File: config.mk
export PLATFORM = sky130hd
export DESIGN_NAME = eeprom_host
export DESIGN_NICKNAME = d
export VERILOG_FILES = /design/src/hw/eeprom_host_pkg.sv /design/src/hw/eeprom_host.sv /design/src/hw/cycle_timer.sv
export SDC_FILE = /design/constraint.sdc
export NUM_CORES = 1
export LEC_CHECK = 0
export BUFFER_PORTS_ARGS = -buffer_cell sky130_fd_sc_hd__buf_2
export CAP_MARGIN = 10
export CORE_MARGIN = 2
export CORE_UTILIZATION = 32
export CTS_CLUSTER_SIZE = 12
export DETAILED_ROUTE_END_ITERATION = 7
export SLEW_MARGIN = 20
export SYNTH_ARGS = -nofsm -noshare
export SYNTH_HDL_FRONTEND = slang
export SYNTH_SLANG_ARGS = --single-unit
File: constraint.sdc
create_clock -name clock -period 3.95 [get_ports clock]
set_clock_uncertainty 0.15 [all_clocks]
set_input_delay 0.395 -clock clock [delete_from_list [all_inputs] [get_ports clock]]
set_output_delay 0.395 -clock clock [all_outputs]
set_load 0.03 [all_outputs]
File: src/hw/eeprom_host_pkg.sv
// shared constants and types for the eeprom host controller
package eeprom_host_pkg;

  // clock period and speed grade (1: faster grade, 0: slower grade)
  localparam int CLK_NS     = 8;
  localparam bit FAST_GRADE = 1'b1;

  // documented times in ns, both grades
  localparam int LOAD_MIN_FAST_NS = 550;       // byte_load_interval min
  localparam int LOAD_MIN_SLOW_NS = 950;
  localparam int LOAD_MAX_NS      = 30000;     // byte_load_interval max
  localparam int WINDOW_FAST_NS   = 100000;    // load_window_time
  localparam int WINDOW_SLOW_NS   = 200000;
  localparam int PROG_NS          = 10000000;  // program_cycle_time
  localparam int BUSY_FAST_NS     = 120;       // time_to_busy
  localparam int BUSY_SLOW_NS     = 170;
  localparam int WSTART_FAST_NS   = 150;       // write_start_delay
  localparam int WSTART_SLOW_NS   = 250;
  localparam int HOLD_FAST_NS     = 100000;    // hold_release_to_write
  localparam int HOLD_SLOW_NS     = 200000;
  localparam int WP_FAST_NS       = 250;       // write pulse width
  localparam int WP_SLOW_NS       = 350;
  localparam int ACC_FAST_NS      = 150;       // read access time
  localparam int ACC_SLOW_NS      = 200;
  localparam int DF_FAST_NS       = 50;        // output float time
  localparam int DF_SLOW_NS       = 60;

  // cycle counts: all times round up except the byte load maximum, which rounds down
  localparam int LOAD_MIN_CYC =
    ((FAST_GRADE ? LOAD_MIN_FAST_NS : LOAD_MIN_SLOW_NS) + CLK_NS - 1) / CLK_NS;
  localparam int LOAD_MAX_CYC = LOAD_MAX_NS / CLK_NS;
  localparam int WINDOW_CYC   =
    ((FAST_GRADE ? WINDOW_FAST_NS : WINDOW_SLOW_NS) + CLK_NS - 1) / CLK_NS;
  localparam int PROG_CYC     = (PROG_NS + CLK_NS - 1) / CLK_NS;
  localparam int BUSY_CYC     =
    ((FAST_GRADE ? BUSY_FAST_NS : BUSY_SLOW_NS) + CLK_NS - 1) / CLK_NS;
  localparam int WSTART_CYC   =
    ((FAST_GRADE ? WSTART_FAST_NS : WSTART_SLOW_NS) + CLK_NS - 1) / CLK_NS;
  localparam int HOLD_CYC     =
    ((FAST_GRADE ? HOLD_FAST_NS : HOLD_SLOW_NS) + CLK_NS - 1) / CLK_NS;
  localparam int WP_CYC       =
    ((FAST_GRADE ? WP_FAST_NS : WP_SLOW_NS) + CLK_NS - 1) / CLK_NS;
  localparam int ACC_CYC      =
    ((FAST_GRADE ? ACC_FAST_NS : ACC_SLOW_NS) + CLK_NS - 1) / CLK_NS;
  localparam int DF_CYC       =
    ((FAST_GRADE ? DF_FAST_NS : DF_SLOW_NS) + CLK_NS - 1) / CLK_NS;

  // widths and field positions
  localparam int TMR_W     = 21;
  localparam int ADDR_W    = 17;
  localparam int DATA_W    = 32;
  localparam int PAGE_LSB  = 7;
  localparam int PAGE_MSB  = 16;

  // protection command addresses and bytes
  localparam logic [16:0] CMD_ADDR_A  = 17'h05555;
  localparam logic [16:0] CMD_ADDR_B  = 17'h02aaa;
  localparam logic [7:0]  CMD_UNLOCK1 = 8'haa;
  localparam logic [7:0]  CMD_UNLOCK2 = 8'h55;
  localparam logic [7:0]  CMD_PROTECT = 8'ha0;
  localparam logic [7:0]  CMD_ERASE   = 8'h80;
  localparam logic [7:0]  CMD_RELEASE = 8'h20;
  localparam logic [2:0]  PREFIX_LEN  = 3'h3;
  localparam logic [2:0]  DISABLE_LEN = 3'h6;

  // pin levels at reset
  localparam logic [1:0] CE_IDLE = 2'h3;

  typedef enum logic [1:0] {
    OP_READ     = 2'h0,
    OP_WRITE    = 2'h1,
    OP_PROT_ON  = 2'h2,
    OP_PROT_OFF = 2'h3
  } op_e;

  typedef struct packed {
    op_e              op;
    logic             bank;
    logic [16:0]      addr;
    logic [31:0]      data;
  } cmd_s;

  typedef struct packed {
    logic [1:0]       ceN;
    logic             oeN;
    logic             weN;
    logic             holdN;
    logic [16:0]      addr;
    logic [31:0]      dataOut;
    logic             dataOe;
  } pins_s;

  typedef struct packed {
    logic [16:0]      addr;
    logic [31:0]      data;
  } step_s;

endpackage

File: src/hw/eeprom_host.sv
// host controller driving the parallel pins of a paged eeprom module
// How it works
// read: one select, gate low, strobe high
// write: select low, gate high, strobe low
// busy low while programming; poll bit seven
// hold pin low forces program-reset state
// never assert both chip selects together
// page bits constant across one page load
// byte loads spaced 0.55us min, 30us max
// strobes idle through load window before programming
// device programs within 10ms write cycle
// without busy, wait full write cycle
// next access after write start delay
// ignore busy before time to busy
// no write within hold release time
// polled bit seven inverted while programming
// address on strobe fall, data on rise
// aa,55,a0 prefix enables protection, prefixes writes
// six-write sequence disables protection, then wait
// device programs whole buffered page at once
// busy rises when programming ends
`timescale 1ns/100ps
module eeprom_host
  import eeprom_host_pkg::*;
#(
  parameter int unsigned LOAD_WINDOW_CYCLES = WINDOW_CYC,
  parameter int unsigned PROG_CYCLES        = PROG_CYC,
  parameter int unsigned HOLD_CYCLES        = HOLD_CYC
)
(
  // clock and reset
  input  logic              clock,
  input  logic              rstn,
  // user command port
  input  logic              cmdValid,
  output logic              cmdReady,
  input  cmd_s              cmd,
  input  logic              holdReq,
  // user answers
  output logic              rspValid,
  output logic [DATA_W-1:0] rspData,
  output logic              writeDone,
  output logic              protectOn,
  // memory pins
  output pins_s             pins,
  input  logic [DATA_W-1:0] dataIn,
  input  logic              readyBusy
);

  typedef enum logic [9:0] {
    S_HOLD    = 10'h001,
    S_IDLE    = 10'h002,
    S_READ    = 10'h004,
    S_RECOVER = 10'h008,
    S_WLOW    = 10'h010,
    S_WGAP    = 10'h020,
    S_WINDOW  = 10'h040,
    S_START   = 10'h080,
    S_BUSY    = 10'h100,
    S_LOCK    = 10'h200
  } state_e;

  typedef struct packed {
    state_e           state;
    pins_s            pins;
    cmd_s             pend;
    logic [2:0]       idx;
    logic [2:0]       seqLen;
    logic             protect;
    logic             rspValid;
    logic [31:0]      rspData;
    logic             writeDone;
  } st_s;

  st_s              s_r;
  st_s              s_nxt;
  logic             shortLoad;
  logic [TMR_W-1:0] shortVal;
  logic             shortDone;
  logic             longLoad;
  logic [TMR_W-1:0] longVal;
  logic [TMR_W-1:0] longCount;
  logic             longDone;
  logic [2:0]       total;
  logic             pageOpen;
  step_s            step;

  // the byte load maximum, counted from the window start, decides whether a byte may follow
  localparam int unsigned OPEN_LIMIT = LOAD_WINDOW_CYCLES - LOAD_MAX_CYC;

  function automatic step_s stepOut(op_e op, logic [2:0] idx,
                                    logic [2:0] len, logic [16:0] a,
                                    logic [31:0] d);
    step_s r;
    r.addr = CMD_ADDR_A;
    r.data = {4{CMD_UNLOCK1}};
    if (op == OP_WRITE && idx == len)
    begin
      r.addr = a;
      r.data = d;
    end
    else
    begin
      case (idx)
        3'h1, 3'h4:
        begin
          r.addr = CMD_ADDR_B;
          r.data = {4{CMD_UNLOCK2}};
        end
        3'h2:    r.data = {4{op == OP_PROT_OFF ? CMD_ERASE : CMD_PROTECT}};
        3'h5:    r.data = {4{CMD_RELEASE}};
        default: r.data = {4{CMD_UNLOCK1}};
      endcase
    end
    return r;
  endfunction

  // one chip select per bank, never both
  function automatic logic [1:0] selectBank(logic bank);
    return bank ? 2'h1 : 2'h2;
  endfunction

  cycle_timer u_short (
    .clock   (clock),
    .rstn    (rstn),
    .load    (shortLoad),
    .loadVal (shortVal),
    .count   (),
    .expired (shortDone)
  );

  cycle_timer u_long (
    .clock   (clock),
    .rstn    (rstn),
    .load    (longLoad),
    .loadVal (longVal),
    .count   (longCount),
    .expired (longDone)
  );

  // a further byte joins the open page only on the same page and bank
  assign pageOpen = cmdValid && cmd.op == OP_WRITE
                    && cmd.bank == s_r.pend.bank
                    && cmd.addr[PAGE_MSB:PAGE_LSB]
                       == s_r.pend.addr[PAGE_MSB:PAGE_LSB]
                    && longCount > TMR_W'(OPEN_LIMIT) && !holdReq;

  assign total = s_r.seqLen + ((s_r.pend.op == OP_WRITE) ? 3'h1 : 3'h0);

  always_comb
  begin
    s_nxt           = s_r;
    s_nxt.rspValid  = 1'b0;
    s_nxt.writeDone = 1'b0;
    shortLoad       = 1'b0;
    shortVal        = '0;
    longLoad        = 1'b0;
    longVal         = '0;
    cmdReady        = 1'b0;
    step            = stepOut(cmd.op, 3'h0, 3'h0, cmd.addr, cmd.data);
    case (s_r.state)
      S_HOLD:
      begin
        if (holdReq)
        begin
          s_nxt.pins.holdN = 1'b0;
        end
        else if (!s_r.pins.holdN)
        begin
          s_nxt.pins.holdN = 1'b1;
          longLoad         = 1'b1;
          longVal          = TMR_W'(HOLD_CYCLES);
        end
        else if (longDone)
        begin
          s_nxt.state = S_IDLE;
        end
      end
      S_IDLE:
      begin
        if (holdReq)
        begin
          s_nxt.state      = S_HOLD;
          s_nxt.pins.holdN = 1'b0;
        end
        else if (cmdValid)
        begin
          cmdReady   = 1'b1;
          s_nxt.pend = cmd;
          s_nxt.idx  = 3'h0;
          if (cmd.op == OP_READ)
          begin
            s_nxt.pins.ceN  = selectBank(cmd.bank);
            s_nxt.pins.oeN  = 1'b0;
            s_nxt.pins.addr = cmd.addr;
            shortLoad       = 1'b1;
            shortVal        = TMR_W'(ACC_CYC);
            s_nxt.state     = S_READ;
          end
          else
          begin
            // protected writes carry the unlock prefix
            if (cmd.op == OP_WRITE)
            begin
              s_nxt.seqLen = s_r.protect ? PREFIX_LEN : 3'h0;
            end
            else
            begin
              s_nxt.seqLen = (cmd.op == OP_PROT_ON) ? PREFIX_LEN
                                                    : DISABLE_LEN;
            end
            step = stepOut(cmd.op, 3'h0, s_nxt.seqLen, cmd.addr, cmd.data);
            s_nxt.pins.ceN     = selectBank(cmd.bank);
            s_nxt.pins.oeN     = 1'b1;
            s_nxt.pins.weN     = 1'b0;
            s_nxt.pins.addr    = step.addr;
            s_nxt.pins.dataOut = step.data;
            s_nxt.pins.dataOe  = 1'b1;
            shortLoad          = 1'b1;
            shortVal           = TMR_W'(WP_CYC);
            s_nxt.state        = S_WLOW;
          end
        end
      end
      S_READ:
      begin
        if (shortDone)
        begin
          // during programming bit seven reads back inverted
          s_nxt.rspData  = dataIn;
          s_nxt.rspValid = 1'b1;
          s_nxt.pins.ceN = CE_IDLE;
          s_nxt.pins.oeN = 1'b1;
          shortLoad      = 1'b1;
          shortVal       = TMR_W'(DF_CYC);
          s_nxt.state    = S_RECOVER;
        end
      end
      S_RECOVER:
      begin
        // keeps our drivers off the bus until the device has let go
        if (shortDone)
        begin
          s_nxt.state = S_IDLE;
        end
      end
      S_WLOW:
      begin
        if (shortDone)
        begin
          // data taken on this rising strobe, address stays put
          s_nxt.pins.weN = 1'b1;
          s_nxt.pins.ceN = CE_IDLE;
          shortLoad      = 1'b1;
          shortVal       = TMR_W'(LOAD_MIN_CYC);
          s_nxt.state    = S_WGAP;
        end
      end
      S_WGAP:
      begin
        if (shortDone)
        begin
          s_nxt.pins.dataOe = 1'b0;
          if (s_r.idx + 3'h1 < total)
          begin
            s_nxt.idx = s_r.idx + 3'h1;
            step = stepOut(s_r.pend.op, s_nxt.idx, s_r.seqLen,
                           s_r.pend.addr, s_r.pend.data);
            s_nxt.pins.ceN     = selectBank(s_r.pend.bank);
            s_nxt.pins.weN     = 1'b0;
            s_nxt.pins.addr    = step.addr;
            s_nxt.pins.dataOut = step.data;
            s_nxt.pins.dataOe  = 1'b1;
            shortLoad          = 1'b1;
            shortVal           = TMR_W'(WP_CYC);
            s_nxt.state        = S_WLOW;
          end
          else if (s_r.pend.op == OP_WRITE)
          begin
            longLoad    = 1'b1;
            longVal     = TMR_W'(LOAD_WINDOW_CYCLES);
            s_nxt.state = S_WINDOW;
          end
          else
          begin
            longLoad    = 1'b1;
            longVal     = TMR_W'(PROG_CYCLES);
            s_nxt.state = S_LOCK;
          end
        end
      end
      S_WINDOW:
      begin
        if (longDone)
        begin
          // strobes stayed idle: the device now programs the page
          shortLoad   = 1'b1;
          shortVal    = TMR_W'(WSTART_CYC > BUSY_CYC ? WSTART_CYC
                                                     : BUSY_CYC);
          s_nxt.state = S_START;
        end
        else if (pageOpen)
        begin
          cmdReady   = 1'b1;
          s_nxt.pend = cmd;
          s_nxt.idx  = s_r.seqLen;
          step = stepOut(cmd.op, s_r.seqLen, s_r.seqLen, cmd.addr, cmd.data);
          s_nxt.pins.ceN     = selectBank(cmd.bank);
          s_nxt.pins.weN     = 1'b0;
          s_nxt.pins.addr    = step.addr;
          s_nxt.pins.dataOut = step.data;
          s_nxt.pins.dataOe  = 1'b1;
          shortLoad          = 1'b1;
          shortVal           = TMR_W'(WP_CYC);
          s_nxt.state        = S_WLOW;
        end
      end
      S_START:
      begin
        if (shortDone)
        begin
          longLoad    = 1'b1;
          longVal     = TMR_W'(PROG_CYCLES);
          s_nxt.state = S_BUSY;
        end
      end
      S_BUSY:
      begin
        // the full write cycle is the fallback if busy never rises
        if (readyBusy || longDone)
        begin
          s_nxt.writeDone = 1'b1;
          s_nxt.state     = S_IDLE;
        end
      end
      S_LOCK:
      begin
        if (longDone)
        begin
          s_nxt.protect   = (s_r.pend.op == OP_PROT_ON);
          s_nxt.writeDone = 1'b1;
          s_nxt.state     = S_IDLE;
        end
      end
      default:
      begin
        s_nxt.state = S_HOLD;
      end
    endcase
  end

  always_ff @(posedge clock)
  begin
    if (!rstn)
    begin
      s_r            <= '0;
      s_r.state      <= S_HOLD;
      s_r.pins.ceN   <= CE_IDLE;
      s_r.pins.oeN   <= 1'b1;
      s_r.pins.weN   <= 1'b1;
      s_r.pend.op    <= OP_READ;
    end
    else
    begin
      s_r <= s_nxt;
    end
  end

  assign pins      = s_r.pins;
  assign rspValid  = s_r.rspValid;
  assign rspData   = s_r.rspData;
  assign writeDone = s_r.writeDone;
  assign protectOn = s_r.protect;

endmodule

File: src/hw/cycle_timer.sv
// loadable down counter used for all pin timing
`timescale 1ns/100ps
module cycle_timer
  import eeprom_host_pkg::*;
(
  // clock and reset
  input  logic             clock,
  input  logic             rstn,
  // load request
  input  logic             load,
  input  logic [TMR_W-1:0] loadVal,
  // state
  output logic [TMR_W-1:0] count,
  output logic             expired
);

  typedef struct packed {
    logic [TMR_W-1:0] count;
  } tmr_s;

  tmr_s s_r;
  tmr_s s_nxt;

  always_comb
  begin
    s_nxt = s_r;
    if (load)
    begin
      s_nxt.count = loadVal;
    end
    else if (s_r.count != '0)
    begin
      s_nxt.count = s_r.count - 1'b1;
    end
  end

  always_ff @(posedge clock)
  begin
    if (!rstn)
    begin
      s_r <= '0;
    end
    else
    begin
      s_r <= s_nxt;
    end
  end

  assign count   = s_r.count;
  assign expired = (s_r.count == '0);

endmodule

==> reports/results.ini <==
[worst_setup_path]
reg2regPathDepth = 11
crit_top_cell = ha_1
path_cells = nor2b_1, ha_1, ha_1, inv_1, ha_1, a21bo_2, a21oi_2, nor2_1, or3_1, nand3_4, o221a_2
cp_max_fo = 18
cp_data_required_time_ns = 4.14
criticalPathCategory = flop to flop
cp-end-kind = flop
crit_arrival_ns = 3.75
cp_slowest_stage_delay_ns = 0.59
worstSetupStartpointType = flop
crit_path_top_delay_cell = or3_1

[route]
via_per_inst = 5.05
num_vias = 9300
drt_iter0_drc = 608
dr.pass1.iters = 5
route.detailed.drc = 0
drtAntennaViolNets = 0
wirelength_um = 27700
detail_route.wl_per_cell_um = 15.0

[grt]
antenna_found_initial = 6
first_global_vias = 8422
grt_pass1_wl_um = 44300
grt_remaining_overflow = 0
grt_max_degree = 80
track_usage = 0.162

[synth]
ys_warn_count = 0
synthTopCellsByCount = 232 x nand2_1, 200 x dfxtp_1, 122 x o21ai_0
synth-simple-area-share = 0.245
yosys.area.top_type = dfxtp_1
synth-seq-area-share = 0.380
yosysMostFrequentCell = nand2_1
ys_ff_latch = 200
ys.flop_type = dfxtp_1
synth_cell_types = 78
synth_compound_area_frac = 0.178
synth-xor-area-share = 0.0487
synthCells = 1335
syn-num-nets = 1438
syn_area_um2 = 10500
synthMuxAreaShare = 0.0257
synth_top_family_by_area = simple AND/OR/NAND/NOR gates
netlist.area_leader.share = 0.380
synth_edf_count = 0
synth.area.top_cells = dfxtp_1 38%, nand2_1 8.3%, buf_4 6.3%, o21ai_0 5.8%, nor2_1 3.9%
yosys.area_share.adder = 0.0166
synthArstFlopShare = 0
syn_area_per_cell_um2 = 7.89

[floorplan]
dieHeight_um = 185
die_w_um = 185
rows = 66
dieArea_um2 = 34400
core_area_um2 = 32500
ios = 180
start_util = 0.325

[power]
pwr-share-comb = 0.207
clkPwrFrac = 0.344
power_switching_mw = 1.58
leakagePower_nw = 4.60
powerDensity_nw_per_um2 = 423
vdd_drop_max_mv = 0.351
seqPwrFrac = 0.449
swShare = 0.317
intPower_mw = 3.40

[sta]
period_share = 0.900
tns_ns = 0
tightest_slew_ns = 0.810
drv_slew = 0
slew_headroom = 0.458
finalSetupViolCount = 0
max_freq_mhz = 281
finalHoldViolCount = 0
rsz0062_at_grt = false
period_needed_ns = 3.55

[clock_network]
clkLatencyLatePin_ns = 0.45
clk_pin_slew_ns = 0.09
clock_sinks = 200
cts_buffer_depth = 2
numCtsBuffers = 17
ctsRootBufferMaster = clkbuf_16
cts.htree.levels = 4
cts_tree = done

[placement]
port_buffers = 179
dpl_cell_area_um2 = 11100
hpwl_um = 19600
place.gp.congestion = 0.882

[status]
run_status = finished, final reports clean

[cells_and_area]
drive_gt1_frac = 0.192
area_delta_synth_final_pct = 11.5
fin_nets = 1490
fin_area_um2 = 11700

[flow_run]
drv_cap = 0

[min_path]
hold_class = primary input to flop
min_path_cells = 3

## metal layers
layer  vias up  wire length, um  GRT usage  share of wire
li1       4656                -          -              -
met2       301            12500      0.255           0.45
met3        39             2210     0.0466          0.080
met4        10              448     0.0457          0.016
met5         -               64          0         0.0023
met1      4294            12400      0.214           0.45
## worst paths after layout
| kind | end | from | slack (ns) |
|---|---|---|---|
| setup reg to reg | pins[1] | s_r[91] | 0.40 |
| hold reg to reg | rspData[8] | rspData[8] | 0.30 |
| setup / recovery | pins[1] | s_r[91] | 0.40 |
| hold / removal | s_r[62] | cmd[21] | 0.03 |
## cell type report
| type | instances | area (um2) |
|---|---|---|
| timing repair buffer | 209 | 1130 |
| multi-input combinational | 943 | 5440 |
| sequential | 200 | 4000 |
| fill | 3385 | 20700 |
| clock inverter | 14 | 135 |
| inverter | 16 | 60.1 |
| antenna | 1 | 2.50 |
| tap | 442 | 553 |
| clock buffer | 17 | 425 |
## cell families (layout without fill, tap and decap cells)
logic type	count (synthesis)	count (layout)
AO/OA/AOI/OAI	300	300
XOR/XNOR	57	57
adder cells (fa/ha/maj)	14	14
buffers and inverters	192	256
flip-flops	200	200
multiplexers	27	27
other	0	1
AND/OR/NAND/NOR	545	545
## what timing repair did
item	4_1_cts	5_1_grt
setup endpoints to repair	0	16
gates resized for setup	0	1
setup buffers	0	0
endpoints found under the hold margin	3	0
hold buffers	3	0
## cell usage in the layout, fill, tap and decap left out, drive strengths merged, types with 24 or more instances in the layout
cell type / instances
xnor2: 37
buf: 206
nand3: 76
nor2: 112
dfxtp: 200
a21oi: 79
inv: 24
nand2: 232
mux2i: 27
nor3: 33
o21ai: 125
## per-stage QoR
| stage | cells | worst slack, ns | utilization | total power, mW | hold WS, ns |
|---|---|---|---|---|---|
| floorplan | 1335 | 0.782 | - | 3.04 | 0.282 |
| global placement | 1807 | 0.455 | 0.344 | 3.29 | 0.285 |
| detailed placement | 1807 | 0.327 | 0.344 | 3.30 | 0.292 |
| CTS | 1841 | 0.278 | 0.362 | 5.03 | 0.00121 |
| global route | 1841 | 0.0695 | 0.362 | 5.25 | 0.0228 |
| finish | 1842 | 0.397 | 0.362 | 4.97 | 0.0303 |
## power groups by stage
stage | registers (mW) | clock network, mW | logic, mW
final | 2.24 | 1.71 | 1.03
after global routing | 2.25 | 1.84 | 1.16
after CTS | 2.23 | 1.77 | 1.03
after detailed placement | 2.28 | 0 | 1.02
after global placement | 2.28 | 0 | 1.01
after floorplan | 2.25 | 0 | 0.791
## flip-flops by register name (all words and copies together) (netlist names)
name / flops
rspData: 32
writeDone: 1
pins: 55
u_long.count: 21
s_r: 68
rspValid: 1
protectOn: 1
u_short.count: 21
## critical path, delay by kind of cell (launching register included)
family / cells / cell delay, ns
AND/OR/NAND/NOR: 4 / 1.54
adder cells (fa/ha/maj): 3 / 0.67
AO/OA/AOI/OAI: 3 / 0.64
flip-flops: 1 / 0.37
buffers and inverters: 1 / 0.06
Note: power is estimated with default switching activity, not from simulation.
